--- config.mk ---
export PLATFORM = sky130hd
export DESIGN_NAME = bcs_battery_ctl
export DESIGN_NICKNAME = d
export VERILOG_FILES = /design/src/bcs_pkg.sv /design/src/bcs_latch_if.sv /design/src/bcs_battery_ctl.sv /design/src/bcs_event_latch.sv /design/src/bcs_in_filter.sv
export SDC_FILE = /design/constraint.sdc
export NUM_CORES = 1
export LEC_CHECK = 0
export BUFFER_PORTS_ARGS = -buffer_cell sky130_fd_sc_hd__buf_2
export CAP_MARGIN = 20
export CORE_MARGIN = 2
export CORE_UTILIZATION = 60
export DETAILED_ROUTE_END_ITERATION = 10
export PLACE_DENSITY_LB_ADDON = 0.08
export SLEW_MARGIN = 5
export SYNTH_ARGS = -nofsm -noshare
export SYNTH_HDL_FRONTEND = slang
export SYNTH_SLANG_ARGS = --single-unit
--- constraint.sdc ---
create_clock -name pclk -period 2.7 [get_ports pclk]
set_input_delay 0.27 -clock pclk [delete_from_list [all_inputs] [get_ports pclk]]
set_output_delay 0.27 -clock pclk [all_outputs]
set_load 0.005 [all_outputs]
--- src/bcs_pkg.sv ---
// constants and types shared by the battery control status block
package bcs_pkg;

  // ------------------------------------------------------------
  // register offsets
  // ------------------------------------------------------------
  localparam logic [7:0] BCS_OFS_STATUS = 8'h00;
  localparam logic [7:0] BCS_OFS_LATCH_EN = 8'h04;
  localparam logic [7:0] BCS_OFS_LATCH_CLR = 8'h08;
  localparam logic [7:0] BCS_OFS_IRQ_STAT = 8'h24;
  localparam logic [7:0] BCS_OFS_IRQ_MASK = 8'h28;

  // ------------------------------------------------------------
  // field positions
  // ------------------------------------------------------------
  localparam int BCS_WAKE_N = 7;
  localparam int BCS_EVT_N = 9;
  localparam int BCS_BIT_CLK_ALARM = 17;
  localparam int BCS_BIT_WEEK_ALARM = 16;
  localparam int BCS_BIT_FILT_BYP = 12;
  localparam int BCS_BIT_FW_SEL = 11;
  localparam int BCS_BIT_FW_LVL = 10;
  localparam int BCS_BIT_OUT = 9;
  // event vector: [6:0] wake inputs, [7] weekly alarm, [8] clock alarm
  localparam int BCS_EV_WEEK = 7;
  localparam int BCS_EV_CLK = 8;

  // ------------------------------------------------------------
  // reset values
  // ------------------------------------------------------------
  localparam logic [8:0] BCS_LATCH_EN_RST = 9'h030;
  localparam logic [8:0] BCS_IRQ_MASK_RST = 9'h000;
  localparam logic [6:0] BCS_WAKE_IDLE = 7'h7f;

  // ------------------------------------------------------------
  // timing
  // ------------------------------------------------------------
  localparam int BCS_CLK_PERIOD_NS = 40;
  localparam int BCS_FILT_TIME_NS = 1000;
  localparam int BCS_FILT_CYCLES = (BCS_FILT_TIME_NS + BCS_CLK_PERIOD_NS - 1) / BCS_CLK_PERIOD_NS;
  localparam logic [5:0] BCS_FILT_LAST = 6'(BCS_FILT_CYCLES - 1);

endpackage

--- src/bcs_latch_if.sv ---
// signals between the register logic and the event latch bank
`timescale 1ns/100ps
`default_nettype none
interface bcs_latch_if;
  import bcs_pkg::*;
  logic [BCS_EVT_N-1:0] asserted;
  logic [BCS_EVT_N-1:0] enable;
  logic [BCS_EVT_N-1:0] clear;
  logic [BCS_EVT_N-1:0] held;
  logic [BCS_EVT_N-1:0] set_evt;
  modport ctrl (output asserted, output enable, output clear, input held, input set_evt);
  modport bank (input asserted, input enable, input clear, output held, output set_evt);
endinterface
`default_nettype wire

--- src/bcs_battery_ctl.sv ---
// battery control status and latch enable registers with apb slave
//
// Notes on behaviour
// - with its latch on, an asserted clock alarm sets status bit 17 until its latch clear is written; zero after reset.
// - with its latch on, an asserted weekly alarm sets status bit 16 until its latch clear is written; zero after reset.
// - status bit 12 set to one bypasses the wake input filters, reset value zero.
// - status bit 11 selects the firmware level as output source while standby power is good, cleared by both resets.
// - status bit 10 is the output level under firmware selection, cleared by both resets.
// - read-only status bit 9 always shows the present output pin level.
// - status bits 6:0 show each wake input latched when its latch is on, else live, after polarity.
// - after reset wake status bits 4 and 5 show latched values, the other wake bits follow the pins, and the output bit shows the hardware circuit level.
// - latch enable bit 17 chooses held or pass-through for the clock alarm, reset value zero.
// - latch enable bit 16 chooses held or pass-through for the weekly alarm.
// - latch enable bits 6:0 choose held or pass-through per wake input, field reset value 30h.
// - a wake input counts as asserted low with polarity bit zero and high with polarity bit one.
// - a one written to a wake latch clear releases the latch unless the input is still asserted.
// - a one written to an alarm latch clear releases the latch unless the alarm is still active.
// - polarity applies after filtering and before the latch.
`timescale 1ns/100ps
`default_nettype none
module bcs_battery_ctl import bcs_pkg::*; (
  input wire logic pclk,
  input wire logic presetn,
  input wire logic psel,
  input wire logic penable,
  input wire logic pwrite,
  input wire logic [31:0] paddr,
  input wire logic [31:0] pwdata,
  input wire logic [3:0] pstrb,
  output logic [31:0] prdata,
  output logic pready,
  output logic pslverr,
  input wire logic system_domain_reset_n,
  input wire logic [BCS_WAKE_N-1:0] wake_input_pin,
  input wire logic [BCS_WAKE_N-1:0] wake_input_polarity,
  input wire logic clock_alarm_in,
  input wire logic weekly_alarm_in,
  input wire logic standby_power_good,
  output logic power_control_output,
  output logic irq
);

  // ------------------------------------------------------------
  // state
  // ------------------------------------------------------------
  typedef struct packed {
    logic filt_byp;
    logic fw_sel;
    logic fw_lvl;
    logic [BCS_EVT_N-1:0] latch_en;
    logic [BCS_EVT_N-1:0] irq_stat;
    logic [BCS_EVT_N-1:0] irq_mask;
    logic [BCS_EVT_N-1:0] rd_clr;
    logic [31:0] rdata;
    logic out;
  } bcs_ctl_state_t;

  bcs_ctl_state_t st_q;
  bcs_ctl_state_t st_d;

  bcs_latch_if lk ();

  logic [BCS_WAKE_N-1:0] wake_clean;
  logic [2:0] misc_clean;
  logic [BCS_WAKE_N-1:0] wake_asserted;
  logic [BCS_EVT_N-1:0] eff_evt;
  logic hw_out;
  logic sys_rst;
  logic pg;
  logic setup_ph;
  logic access_wr;
  logic mapped;
  logic [7:0] ofs;

  // ------------------------------------------------------------
  // input conditioning
  // ------------------------------------------------------------
  bcs_in_filter #(.W(BCS_WAKE_N), .RST_VAL(BCS_WAKE_IDLE)) u_wake_filt (
    .pclk(pclk),
    .presetn(presetn),
    .bypass(st_q.filt_byp),
    .raw(wake_input_pin),
    .clean(wake_clean)
  );

  // alarms, standby power good and system reset are only synchronised
  bcs_in_filter #(.W(3), .RST_VAL(3'h4)) u_misc_sync (
    .pclk(pclk),
    .presetn(presetn),
    .bypass(1'b1),
    .raw({system_domain_reset_n, standby_power_good, clock_alarm_in ^ 1'b0}),
    .clean(misc_clean)
  );

  logic clk_alarm;
  logic week_alarm;
  logic wk_sync_q;
  logic [2:0] wk_raw_q;

  // weekly alarm: three stages, change counts when last two agree
  always_ff @(posedge pclk or negedge presetn) begin
    if (!presetn) begin
      wk_raw_q <= 3'h0;
      wk_sync_q <= 1'b0;
    end else begin
      wk_raw_q <= {wk_raw_q[1:0], weekly_alarm_in};
      wk_sync_q <= (wk_raw_q[1] == wk_raw_q[2]) ? wk_raw_q[2] : wk_sync_q;
    end
  end

  assign sys_rst = ~misc_clean[2];
  assign pg = misc_clean[1];
  assign clk_alarm = misc_clean[0];
  assign week_alarm = wk_sync_q;

  // polarity applied after filtering, before the latch
  assign wake_asserted = wake_input_polarity ~^ wake_clean;

  // ------------------------------------------------------------
  // latch bank
  // ------------------------------------------------------------
  assign lk.asserted = {clk_alarm, week_alarm, wake_asserted};
  assign lk.enable = st_q.latch_en;

  bcs_event_latch u_latch (
    .pclk(pclk),
    .presetn(presetn),
    .lk(lk.bank)
  );

  // held when latching, straight through otherwise
  assign eff_evt = (st_q.latch_en & lk.held) | (~st_q.latch_en & lk.asserted);

  // hardware circuit: any asserted source powers the rail
  assign hw_out = |eff_evt;

  // ------------------------------------------------------------
  // apb decode
  // ------------------------------------------------------------
  assign ofs = paddr[7:0];
  assign setup_ph = psel & ~penable;
  assign access_wr = psel & penable & pwrite & mapped;

  function automatic logic is_mapped(input logic [31:0] a);
    logic [7:0] o;
    o = a[7:0];
    is_mapped = (a[31:8] == 24'h000000) && ((o == BCS_OFS_STATUS) || (o == BCS_OFS_LATCH_EN) ||
                (o == BCS_OFS_LATCH_CLR) || (o == BCS_OFS_IRQ_STAT) ||
                (o == BCS_OFS_IRQ_MASK));
  endfunction

  function automatic logic [31:0] evt_word(input logic [BCS_EVT_N-1:0] v);
    evt_word = '0;
    evt_word[BCS_WAKE_N-1:0] = v[BCS_WAKE_N-1:0];
    evt_word[BCS_BIT_WEEK_ALARM] = v[BCS_EV_WEEK];
    evt_word[BCS_BIT_CLK_ALARM] = v[BCS_EV_CLK];
  endfunction

  function automatic logic [BCS_EVT_N-1:0] word_evt(input logic [31:0] w);
    word_evt = {w[BCS_BIT_CLK_ALARM], w[BCS_BIT_WEEK_ALARM], w[BCS_WAKE_N-1:0]};
  endfunction

  assign mapped = is_mapped(paddr);

  // status word; reserved bits stay zero
  logic [31:0] status_word;
  always_comb begin
    status_word = '0;
    // alarm bits show only a latched capture, never the live alarm
    status_word[BCS_BIT_CLK_ALARM] = st_q.latch_en[BCS_EV_CLK] & lk.held[BCS_EV_CLK];
    status_word[BCS_BIT_WEEK_ALARM] = st_q.latch_en[BCS_EV_WEEK] & lk.held[BCS_EV_WEEK];
    status_word[BCS_BIT_FILT_BYP] = st_q.filt_byp;
    status_word[BCS_BIT_FW_SEL] = st_q.fw_sel;
    status_word[BCS_BIT_FW_LVL] = st_q.fw_lvl;
    status_word[BCS_BIT_OUT] = st_q.out;
    // active-low view: one means not asserted
    status_word[BCS_WAKE_N-1:0] = ~eff_evt[BCS_WAKE_N-1:0];
  end

  // ------------------------------------------------------------
  // next state
  // ------------------------------------------------------------
  always_comb begin
    st_d = st_q;
    lk.clear = '0;
    // read data captured in setup phase
    if (setup_ph && !pwrite) begin
      st_d.rd_clr = '0;
      case (ofs)
        BCS_OFS_STATUS: st_d.rdata = status_word;
        BCS_OFS_LATCH_EN: st_d.rdata = evt_word(st_q.latch_en);
        BCS_OFS_IRQ_STAT: begin
          st_d.rdata = evt_word(st_q.irq_stat);
          st_d.rd_clr = st_q.irq_stat;
        end
        BCS_OFS_IRQ_MASK: st_d.rdata = evt_word(st_q.irq_mask);
        default: st_d.rdata = '0;
      endcase
      if (!mapped) begin
        st_d.rdata = '0;
        st_d.rd_clr = '0;
      end
    end
    // read of interrupt status clears only what was returned
    if (psel && penable && !pwrite && mapped && ofs == BCS_OFS_IRQ_STAT) begin
      st_d.irq_stat = st_q.irq_stat & ~st_q.rd_clr;
      st_d.rd_clr = '0;
    end
    if (access_wr) begin
      case (ofs)
        BCS_OFS_STATUS: begin
          if (pstrb[1]) begin
            st_d.filt_byp = pwdata[BCS_BIT_FILT_BYP];
            st_d.fw_sel = pwdata[BCS_BIT_FW_SEL];
            st_d.fw_lvl = pwdata[BCS_BIT_FW_LVL];
          end
        end
        BCS_OFS_LATCH_EN: begin
          if (pstrb[0]) begin
            st_d.latch_en[BCS_WAKE_N-1:0] = pwdata[BCS_WAKE_N-1:0];
          end
          if (pstrb[2]) begin
            st_d.latch_en[BCS_EV_WEEK] = pwdata[BCS_BIT_WEEK_ALARM];
            st_d.latch_en[BCS_EV_CLK] = pwdata[BCS_BIT_CLK_ALARM];
          end
        end
        BCS_OFS_LATCH_CLR: begin
          lk.clear[BCS_WAKE_N-1:0] = pstrb[0] ? pwdata[BCS_WAKE_N-1:0] : '0;
          lk.clear[BCS_EV_WEEK] = pstrb[2] & pwdata[BCS_BIT_WEEK_ALARM];
          lk.clear[BCS_EV_CLK] = pstrb[2] & pwdata[BCS_BIT_CLK_ALARM];
        end
        BCS_OFS_IRQ_MASK: begin
          st_d.irq_mask = word_evt(pwdata);
        end
        default: begin
        end
      endcase
    end
    // system reset clears firmware control bits only
    if (sys_rst) begin
      st_d.fw_sel = 1'b0;
      st_d.fw_lvl = 1'b0;
    end
    // new latch assertions are sticky interrupt events; set wins over clear
    st_d.irq_stat = st_d.irq_stat | lk.set_evt;
    // firmware level drives the pin only with standby power good
    st_d.out = (pg && st_q.fw_sel) ? st_q.fw_lvl : hw_out;
  end

  always_ff @(posedge pclk or negedge presetn) begin
    if (!presetn) begin
      st_q <= '{filt_byp: 1'b0, fw_sel: 1'b0, fw_lvl: 1'b0, latch_en: BCS_LATCH_EN_RST,
                irq_stat: '0, irq_mask: BCS_IRQ_MASK_RST, rd_clr: '0, rdata: '0,
                out: 1'b0};
    end else begin
      st_q <= st_d;
    end
  end

  // ------------------------------------------------------------
  // outputs
  // ------------------------------------------------------------
  assign prdata = st_q.rdata;
  assign pready = 1'b1;
  assign pslverr = psel & penable & ~mapped;
  assign power_control_output = st_q.out;
  assign irq = |(st_q.irq_stat & st_q.irq_mask);

endmodule
`default_nettype wire

--- src/bcs_event_latch.sv ---
// bank of event latches, assertion wins over clear
`timescale 1ns/100ps
`default_nettype none
module bcs_event_latch import bcs_pkg::*; (
  input wire logic pclk,
  input wire logic presetn,
  bcs_latch_if.bank lk
);

  typedef struct packed {
    logic [BCS_EVT_N-1:0] held;
  } bcs_latch_state_t;

  bcs_latch_state_t st_q;
  bcs_latch_state_t st_d;

  always_comb begin
    st_d = st_q;
    // live assertion overrides a clear in the same cycle
    st_d.held = lk.enable & ((st_q.held & ~lk.clear) | lk.asserted);
  end

  always_ff @(posedge pclk or negedge presetn) begin
    if (!presetn) begin
      st_q <= '0;
    end else begin
      st_q <= st_d;
    end
  end

  assign lk.held = st_q.held;
  assign lk.set_evt = lk.asserted & lk.enable & ~st_q.held;

endmodule
`default_nettype wire

--- src/bcs_in_filter.sv ---
// pin synchroniser with optional glitch filter
`timescale 1ns/100ps
`default_nettype none
module bcs_in_filter import bcs_pkg::*; #(
  parameter int W = 7,
  parameter logic [W-1:0] RST_VAL = '0
) (
  input wire logic pclk,
  input wire logic presetn,
  input wire logic bypass,
  input wire logic [W-1:0] raw,
  output logic [W-1:0] clean
);

  typedef struct packed {
    logic [W-1:0] s1;
    logic [W-1:0] s2;
    logic [W-1:0] s3;
    logic [W-1:0] stable;
    logic [W-1:0] out;
    logic [W-1:0][5:0] cnt;
  } bcs_filt_state_t;

  bcs_filt_state_t st_q;
  bcs_filt_state_t st_d;

  always_comb begin
    st_d = st_q;
    st_d.s1 = raw;
    st_d.s2 = st_q.s1;
    st_d.s3 = st_q.s2;
    for (int i = 0; i < W; i++) begin
      // a change counts once second and third stage agree
      if (st_q.s2[i] == st_q.s3[i]) begin
        st_d.stable[i] = st_q.s3[i];
      end
      if (bypass) begin
        st_d.out[i] = st_q.stable[i];
        st_d.cnt[i] = '0;
      end else if (st_q.stable[i] == st_q.out[i]) begin
        st_d.cnt[i] = '0;
      end else if (st_q.cnt[i] == BCS_FILT_LAST) begin
        st_d.out[i] = st_q.stable[i];
        st_d.cnt[i] = '0;
      end else begin
        st_d.cnt[i] = st_q.cnt[i] + 6'h01;
      end
    end
  end

  always_ff @(posedge pclk or negedge presetn) begin
    if (!presetn) begin
      st_q <= '{s1: RST_VAL, s2: RST_VAL, s3: RST_VAL, stable: RST_VAL, out: RST_VAL,
                cnt: '0};
    end else begin
      st_q <= st_d;
    end
  end

  assign clean = st_q.out;

endmodule
`default_nettype wire

==> results of run 1 <==
-- layout make-up --
class | count | area (µm²)
Clock inverter | 13 | 201.4
Sequential cell | 158 | 4006
Multi-Input combinational cell | 405 | 2918
Inverter | 27 | 101.3
Clock buffer | 19 | 442.9
Timing Repair Buffer | 111 | 669.4
Tap cell | 147 | 183.9
Fill cell | 864 | 3388
-- worst paths after layout --
kind / start / end / slack (ns) / cells after the start
hold / removal: pwdata[1] / u_latch.lk.held[1] / 0.07 / 2
max in group asynchronous: presetn / u_wake_filt.clean[6] / 1.50 / 3
hold reg to reg: u_wake_filt.st_d[65] / u_wake_filt.st_d[58] / 0.36 / 0
min in group asynchronous: presetn / u_wake_filt.st_q[8] / 0.36 / 2
setup reg to reg: u_wake_filt.st_q[0] / u_wake_filt.clean[0] / 0.96 / 5
setup / recovery: st_q[56] / irq / 0.75 / 4
-- kinds of logic (layout without fill, tap and decap cells) --
group / after synthesis / count (layout) / synth area share, %
buf+inv: 74 / 170 / 5.847
simple gates: 192 / 192 / 15.24
flops: 158 / 158 / 55.06
mux: 31 / 31 / 4.712
xor+xnor: 45 / 45 / 5.417
other cells: 2 / 20 / 0.1032
fa+ha+maj: 25 / 25 / 3.921
compound gates: 92 / 92 / 9.699
-- what timing repair did --
action	4_1_cts	5_1_grt
setup buffers	0	0
endpoints found under the hold margin	44	0
hold buffers	12	0
-- flip-flops by register name, summed over array words and instances, names as in the netlist --
| signal | count |
|---|---|
| u_wake_filt.st_q | 56 |
| st_q | 30 |
| u_wake_filt.st_d | 14 |
| prdata | 13 |
| lk.enable | 9 |
| u_latch.lk.held | 9 |
| u_wake_filt.clean | 7 |
| u_misc_sync.st_d | 6 |
| u_misc_sync.st_q | 6 |
| u_misc_sync.clean | 3 |
| wk_raw_q | 3 |
| power_control_output | 1 |
| week_alarm | 1 |
-- worst reg2reg max path, cell delays in order (launching register included) --
cell and delay [ns]:
dfrtp_1 0.41, inv_1 0.07, ha_1 0.13, or4b_2 0.61, nor2b_1 0.17, mux2_2 0.29
-- cell usage in the layout, fill, tap and decap left out, types with 5 or more instances in the layout --
| cell | n |
|---|---|
| a2111oi_0 | 5 |
| a222oi_1 | 8 |
| a22o_1 | 20 |
| a32o_1 | 5 |
| a41oi_1 | 11 |
| and2_1 | 5 |
| and3b_1 | 6 |
| buf_2 | 84 |
| buf_4 | 13 |
| clkbuf_16 | 17 |
| conb_1 | 20 |
| dfrtp_1 | 116 |
| dfstp_2 | 42 |
| dlygate4sd3_1 | 12 |
| ha_1 | 14 |
| inv_1 | 27 |
| maj3_1 | 11 |
| mux2_2 | 26 |
| mux2i_1 | 5 |
| nand2_1 | 55 |
| nand3_1 | 17 |
| nor2_1 | 57 |
| nor2b_1 | 5 |
| nor4_1 | 5 |
| nor4_2 | 7 |
| o21ai_0 | 22 |
| o22ai_1 | 5 |
| or4_1 | 6 |
| xnor2_1 | 24 |
| xor2_1 | 21 |
-- per-stage QoR --
step	hold WS, ns	util [%]	power (W)
global placement	0.2277	65.14	0.002937
global route	0.05668	71.55	0.005750
detailed placement	0.2376	65.14	0.002958
CTS	0.04818	71.55	0.005594
floorplan	-0.02559	-	0.002793
finish	0.06778	71.55	0.005535
-- power by group --
part | switching [W] | internal [W] | total, W | leakage [nW]
Sequential | 0.0000812 | 0.00249 | 0.00257 | 1.98
Combinational | 0.000210 | 0.000155 | 0.000365 | 1.59
Clock | 0.00100 | 0.00160 | 0.00260 | 0.309
Total | 0.00129 | 0.00424 | 0.00553 | 3.89
-- metal layers --
layer / GRT usage [%] / part of all wire [%] / vias up / routed length, µm
met3: 6.511 / 7.2 / 32 / 1130
met1: 33.97 / 42 / 2499 / 6641
li1: - / - / 2350 / -
met2: 40.99 / 48 / 193 / 7499
met4: 10.24 / 2.3 / 0 / 359
met5: 0 / 0 / - / 0
==> out/results.tsv, run 1 <==
stage	metric	value	unit
status	status	complete, no violations	
sta	worst_pin_slew	0.7169	ns
critical_path	start_kind	flip-flop	
clock_tree	cts_tree	built	
floorplanning	die_h	114.1	µm
route	wl	15.63	mm
critical_path	cp_max_fo	4	
critical_path	worst_path_max_delay_cell	dfrtp_1	
route	vias	5074	
power_and_ir_drop	max-vdd-ir-drop	0.5452	mV
logic_synthesis	synth_edf_count	0	
global_route	grt_start_max_net_pins	72	
placed_design	dp_hpwl	10.72	mm
logic_synthesis	synth.largest_area_cell	dfrtp_1	
global_route	globalRouteOverflowTotal	0	
logic_synthesis	synth.top_cells.by_area	dfrtp_1, dfstp_2, mux2_2	
floorplanning	io-pin-count	127	
clock_tree	post_cts_resized	0	
route	drt_pre_antenna_iters	5	
flow_run	maxCapViolCount	0	
final_layout	area_growth	17.15	%
power_and_ir_drop	p_leak	3.887	nW
clock_tree	ctsHtreeMaxLevel	4	
final_layout	antenna_cells	0	
logic_synthesis	synth_commonest_cells	dfrtp_1, nor2_1, nand2_1	
sta	min_period	1.953	ns
global_route	grt_pass1_wl	25.59	mm
final_layout	drive_gt1_share	30.15	%
logic_synthesis	ys.flop_type	dfrtp_1	
sta	drv_slew	0	
clock_tree	max-clock-path-buffers	2	
clock_tree	cts_made_buffers	17	
critical_path	critPathTopFamily	compound AO/OA/AOI/OAI gates	
global_route	grt_usage	25.67	%
final_layout	fin_nets	825	
sta	clock-skew-final	0.006257	ns
floorplanning	die_area	13020	µm²
critical_path	critPathBufInv	1	
sta	slew_headroom	52.21	%
placed_design	io_buffers	85	
global_route	antenna_found_initial	0	
critical_path	crit_path_max_incr_delay	0.41	ns
route	antenna_left	0	
final_layout	final_cell_area	8523	µm²
logic_synthesis	ys_seq_area_share	55.06	%
logic_synthesis	synth_top_area_share	39.90	%
sta	setup_ws	0.7472	ns
clock_tree	clock_latency	0.42	ns
critical_path	worstPathCellList	a22o_1, a221oi_1, nand3_1, buf_2	
power_and_ir_drop	power_density	649.3	nW/µm²
clock_tree	clock-sinks	158	
critical_path	critPathKind	flip-flop to output port	
logic_synthesis	syn_inst	619	
logic_synthesis	synthesis.area	7276	µm²
sta	rsz0062_at_grt	no	
worst_hold_path	min_path_type	primary input to flip-flop	
logic_synthesis	synth.distinct_cells	59	
floorplanning	num_rows	40	
placed_design	post-place-ws	0.4054	ns
final_layout	instances_no_fill	880	
logic_synthesis	synth-seq-cells	158	
placed_design	gp_congestion	0.9705	
critical_path	worstPathArrival	1.68	ns
sta	hold_viol_final	0	
floorplanning	dieWidth	114.1	µm
sta	fin_crit_sh	72.33	%
route	drtIter0Drc	352	
placed_design	dpl-instance-area	7759	µm²
sta	fmax	512.1	MHz
route	wl_per_cell	17.76	µm
floorplanning	initial_core_util	61.08	%
global_route	first_global_vias	5111	
logic_synthesis	yosys.cell_count.top_type	dfrtp_1	
critical_path	end_kind	output port	
placed_design	placed_cells	836	
logic_synthesis	ys_warn_count	0	
floorplanning	core-area	11910	µm²
route	drc	0	
clock_tree	cts-root-buf	clkbuf_16	
sta	tns	0	ns
logic_synthesis	synth-async-reset-ratio	100.0	%
route	viasPerCell	5.766	
clock_tree	path_clk_slew	0.07	ns
sta	setup_viol	0	
logic_synthesis	avgSynthCellArea	11.75	µm²
critical_path	required	2.43	ns
Power figures use the tool's default switching activity.
==> run 2: changes to the inputs <==
ABC_AREA = 1   (was default)
CORE_UTILIZATION = 51   (was 60)
clock period = 1.7 ns   (was 2.7 ns; I/O delays follow)
==> out/results.tsv, run 2 <==
stage	metric	value	unit
flow_run	maxCapViolCount	0	
critical_path	required	1.53	ns
sta	setup_ws	0.05832	ns
final_layout	drive_gt1_share	25.44	%
power_and_ir_drop	internal_power	0.006328	W
clock_tree	cts_tree	built	
final_layout	multi_input_area	2805	µm²
placed_design	dp_hpwl	11.11	mm
critical_path	critPathBufInv	2	
logic_synthesis	syn_inst	779	
sta	hold_viol_final	0	
sta	worst_hold_slack	0.01479	ns
clock_tree	path_clk_slew	0.06	ns
logic_synthesis	synthesis.area	7307	µm²
global_route	globalRouteOverflowTotal	0	
final_layout	post-route-util	63.04	%
clock_tree	ctsHtreeMaxLevel	4	
logic_synthesis	synth.distinct_cells	41	
route	drc	0	
final_layout	regMostFlops	u_wake_filt.st_q	
floorplanning	dieWidth	123.7	µm
logic_synthesis	synth-async-reset-ratio	100.0	%
logic_synthesis	synth_edf_count	0	
power_and_ir_drop	switchingPower	0.001954	W
floorplanning	initial_core_util	52.44	%
floorplanning	die_h	123.7	µm
sta	setup_viol	0	
route	wl_per_cell	14.55	µm
final_layout	final_cell_mix	nand2_1, dfrtp_1, nor2_1	
placed_design	placed_cells	1036	
power_and_ir_drop	clkPwrFrac	46.7	%
logic_synthesis	synth.largest_area_cell	dfrtp_1	
final_layout	fin_nets	1008	
floorplanning	core-area	13930	µm²
logic_synthesis	synth_commonest_cells	nand2_1, dfrtp_1, nor2_1	
status	status	complete, no violations	
route	drt_pre_antenna_iters	5	
power_and_ir_drop	p_seq_share	48.1	%
logic_synthesis	synth_top_area_share	39.73	%
clock_tree	cts_made_buffers	17	
final_layout	largest_reg_flops	56	
route	vias	5666	
final_layout	instances_no_fill	1096	
logic_synthesis	avgSynthCellArea	9.380	µm²
clock_tree	clock_latency	0.44	ns
global_route	first_global_vias	5648	
global_route	grt_start_max_net_pins	57	
floorplanning	num_rows	43	
placed_design	io_buffers	85	
route	antenna_left	0	
sta	fin_crit_sh	96.57	%
sta	min_period	1.642	ns
critical_path	critPathTopFamily	compound AO/OA/AOI/OAI gates	
logic_synthesis	ys_seq_area_share	54.83	%
critical_path	worst_path_max_delay_cell	dfrtp_1	
route	wl	15.95	mm
sta	fmax	609.1	MHz
global_route	antenna_found_initial	0	
final_layout	mostFrequentLayoutCell	nand2_1	
power_and_ir_drop	power_density	942.8	nW/µm²
global_route	grt_pass1_wl	26.08	mm
floorplanning	io-pin-count	127	
critical_path	end_kind	output port	
power_and_ir_drop	switching_share	23.60	%
logic_synthesis	yosys.cell_count.top_type	nand2_1	
final_layout	seqCellArea	4006	µm²
critical_path	critPathKind	flip-flop to output port	
critical_path	worstPathArrival	1.47	ns
clock_tree	clock-sinks	158	
sta	rsz0062_at_grt	yes	
clock_tree	max-clock-path-buffers	2	
final_layout	fillCellCount	1130	
global_route	grt_usage	22.36	%
sta	clock-skew-final	0.01353	ns
power_and_ir_drop	max-vdd-ir-drop	0.7096	mV
critical_path	cp_max_fo	2	
sta	worst_pin_slew	0.5004	ns
placed_design	gp_congestion	0.8444	
critical_path	start_kind	flip-flop	
critical_path	worstPathCellList	inv_2, o21ai_2, a221oi_2, o211ai_1, buf_2	
logic_synthesis	synth-seq-cells	158	
logic_synthesis	ys_warn_count	0	
power_and_ir_drop	p_comb_share	5.2	%
logic_synthesis	ys.flop_type	dfrtp_1	
power_and_ir_drop	p_total	0.008282	W
sta	slew_headroom	66.29	%
worst_hold_path	min_path_type	primary input to flip-flop	
clock_tree	cts-root-buf	clkbuf_16	
route	viasPerCell	5.170	
final_layout	area_growth	20.22	%
route	drtIter0Drc	318	
critical_path	crit_path_max_incr_delay	0.40	ns
sta	drv_slew	0	
logic_synthesis	synth.top_cells.by_area	dfrtp_1, dfstp_2, nand2_1	
floorplanning	die_area	15300	µm²
placed_design	post-place-ws	0.01646	ns
power_and_ir_drop	p_leak	4.073	nW
final_layout	antenna_cells	0	
## run 2: cell count changes after synthesis, moves of 20 or more
cell,previous run,this run
nand3_1,17,39
inv_1,27,73
mux2_2,26,4
nor2_1,57,89
a22o_1,20,0
nand2_1,55,151
## run 2: tightest hold or removal path, cell delays in order
cell	delay [ns]
buf_2	0.10
nand3_1	0.07
nand2_1	0.07
## run 2: timing repair
item	CTS	global route
gates resized for setup	5	6
buffers inserted	3	2
hold endpoints to repair	142	0
pin swaps	2	3
endpoints found under the setup margin	1	3
hold buffers	23	0
## run 2: area by class of cell
type / instances / share of cell area (%)
repair buffers: 130 / 9.699
clock inverters: 15 / 1.980
well taps: 180 / 2.564
inverters: 79 / 3.376
clock buffers: 17 / 4.843
multi-input cells: 517 / 31.93
flip-flops and latches: 158 / 45.61
## run 2: worst paths after layout
kind / start / endpoint / slack [ns] / depth (start not counted)
max: st_q[51] / irq / 0.06 / 5
min: pwdata[6] / lk.enable[6] / 0.01 / 3
max reg2reg: u_wake_filt.st_q[24] / u_wake_filt.st_q[27] / 0.10 / 8
min reg2reg: u_misc_sync.st_d[28] / u_misc_sync.st_d[25] / 0.35 / 0
max in group asynchronous: presetn / u_wake_filt.st_q[60] / 0.86 / 3
min in group asynchronous: presetn / u_wake_filt.st_q[39] / 0.14 / 2
## run 2: power by group through the flow
stage / Sequential (W) / Combinational (W) / Clock (W)
after global routing: 0.00399 / 0.000496 / 0.00409
after CTS: 0.00398 / 0.000438 / 0.00394
after global placement: 0.00404 / 0.000375 / 0
final: 0.00398 / 0.000434 / 0.00387
after floorplan: 0.00403 / 0.000202 / 0
after detailed placement: 0.00405 / 0.000388 / 0
## run 2: routing by layer
layer  global-route usage [%]  vias up  routed length [µm]
li1                         -     2732                   -
met1                    28.16     2746                6923
met2                    37.19      166                7766
met3                    5.861       22                1010
met4                    8.310        0                 250
met5                        0        -                   0
## run 2: logic make-up after synthesis
group,Yosys count,share of synthesized area [%]
other cells,2,0.1028
simple gates,364,23.25
mux,4,0.6164
buf+inv,122,8.099
fa+ha+maj,25,3.904
xor+xnor,21,2.517
flops,158,54.83
compound gates,83,6.678
## run 2: through the flow
stage	area, µm²	TNS [ns]
after floorplan	7375	0
after global placement	7889	0
after detailed placement	7889	0
after CTS	8753	0
after global routing	8785	-0.05362
final	8785	0
==> run 3: changes to the inputs <==
BUFFER_PORTS_ARGS = -buffer_cell sky130_fd_sc_hd__clkbuf_2   (was -buffer_cell sky130_fd_sc_hd__buf_2)
==> out/results.tsv, run 3 (same netlist as run 2, synthesis figures left out) <==
stage	metric	value	unit
final_layout	fillCellCount	1144	
critical_path	reg2reg_to	power_control_output	
final_layout	regMostFlops	u_wake_filt.st_q	
floorplanning	num_rows	43	
flow_run	maxCapViolCount	0	
final_layout	largest_reg_flops	56	
global_route	antenna_found_initial	0	
power_and_ir_drop	power_density	957.8	nW/µm²
final_layout	instances_no_fill	1093	
global_route	grt_pass1_wl	25.75	mm
power_and_ir_drop	max-vdd-ir-drop	0.7426	mV
final_layout	multi_input_area	2799	µm²
worst_hold_path	worstHoldPathCells	3	
critical_path	cp_max_fo	2	
floorplanning	die_h	123.7	µm
critical_path	timing.rr.start	u_wake_filt.clean[6]	
clock_tree	path_clk_slew	0.06	ns
floorplanning	core-area	13930	µm²
status	status	complete, no violations	
critical_path	r2r_cells	5	
placed_design	placed_cells	1034	
critical_path	crit_path_max_incr_delay	0.40	ns
route	vias	5615	
route	wl	15.62	mm
sta	setup_viol	0	
global_route	grt_start_max_net_pins	48	
critical_path	end_kind	output port	
clock_tree	ctsHtreeMaxLevel	4	
critical_path	start_kind	flip-flop	
route	antenna_left	0	
final_layout	mostFrequentLayoutCell	nand2_1	
worst_hold_path	hp-start	pwdata[0]	
power_and_ir_drop	p_leak	4.068	nW
sta	worst_pin_slew	0.5232	ns
final_layout	post-route-util	63.11	%
route	viasPerCell	5.137	
floorplanning	io-pin-count	127	
clock_tree	clock-sinks	158	
global_route	grt_usage	22.15	%
sta	setup_ws	0.03974	ns
sta	clock-skew-final	0.01495	ns
critical_path	worstPathCellList	inv_2, o21ai_2, a221oi_2, o211ai_1, buf_2	
worst_hold_path	hold_end	st_q[42]	
sta	fin_crit_sh	97.66	%
critical_path	worstPathArrival	1.49	ns
sta	rsz0062_at_grt	yes	
critical_path	worst_path_max_delay_cell	dfrtp_1	
final_layout	antenna_cells	0	
placed_design	io_buffers	85	
clock_tree	cts_made_buffers	17	
final_layout	final_cell_mix	nand2_1, dfrtp_1, nor2_1	
global_route	globalRouteOverflowTotal	0	
floorplanning	initial_core_util	52.44	%
final_layout	drive_gt1_share	25.08	%
sta	hold_viol_final	0	
final_layout	area_growth	20.34	%
sta	worst_hold_slack	0.02518	ns
critical_path	required	1.53	ns
clock_tree	cts-root-buf	clkbuf_16	
route	drc	0	
route	drtIter0Drc	303	
clock_tree	max-clock-path-buffers	2	
sta	slew_headroom	64.75	%
clock_tree	cts_tree	built	
clock_tree	clock_latency	0.43	ns
worst_hold_path	min_path_type	primary input to flip-flop	
sta	min_period	1.660	ns
placed_design	dp_hpwl	11.11	mm
floorplanning	die_area	15300	µm²
floorplanning	dieWidth	123.7	µm
sta	drv_slew	0	
global_route	first_global_vias	5569	
critical_path	rrSetupSlack	0.08	ns
placed_design	gp_congestion	0.8486	
sta	tns	0	ns
route	wl_per_cell	14.29	µm
critical_path	critPathKind	flip-flop to output port	
sta	fmax	602.3	MHz
route	drt_pre_antenna_iters	5	
final_layout	seqCellArea	4006	µm²
final_layout	fin_nets	1005	
placed_design	post-place-ws	-0.02918	ns
run 3: worst max-delay path, delay by kind of cell, from the launching register on:
family	cells	cell delay, ns
flops	1	0.40
compound gates	3	0.44
buf+inv	2	0.23
run 3: how the worst max path moves through the flow:
| stage | from | endpoint | slack [ns] |
|---|---|---|---|
| 2_1_floorplan | u_wake_filt.st_q[24] | u_wake_filt.st_q[26] | 0.32 |
| 3_3_place_gp | paddr[7] | lk.enable[0] | 0.05 |
| 3_5_place_dp | paddr[7] | lk.enable[4] | -0.03 |
| 4_1_cts | st_q[51] | irq | 0.02 |
| 5_1_grt | st_q[51] | irq | -0.03 |
| 6_report | st_q[51] | irq | 0.04 |
run 3: layer usage:
layer  up-vias  global-route usage (%)  wire length (µm)
met1      2713                   27.84              6832
met4         0                   9.304               284
li1       2729                       -                 -
met2       150                   37.23              7660
met3        23                   4.625               837
met5         -                       0                 0
run 3: power breakdown:
| group | switching [W] | total, W | internal [W] |
|---|---|---|---|
| combinational | 0.000232 | 0.000436 | 0.000205 |
| clock | 0.00164 | 0.00400 | 0.00236 |
| sequential | 0.0000689 | 0.00398 | 0.00391 |
| total | 0.00194 | 0.00842 | 0.00648 |
run 3: through the flow:
stage          power, W  area (µm²)
2_1_floorplan  0.004233        7375
3_3_place_gp   0.004422        7886
3_5_place_dp   0.004441        7886
4_1_cts        0.008530        8765
5_1_grt        0.008746        8793
6_report       0.008422        8793
run 3: final cells by class:
class	instances	share of cell area, %
timing repair buffer	127	9.576
clock buffer	17	4.838
inverter	79	3.372
tap	180	2.561
multi-input combinational	517	31.83
clock inverter	15	2.262
sequential	158	45.56
run 3: what timing repair did:
item / in CTS / in global routing
hold buffers: 22 / 1
setup buffers: 2 / 2
pin swaps: 2 / 1
gates resized for setup: 9 / 2
hold endpoints to repair: 55 / 1
endpoints found under the setup margin: 1 / 3
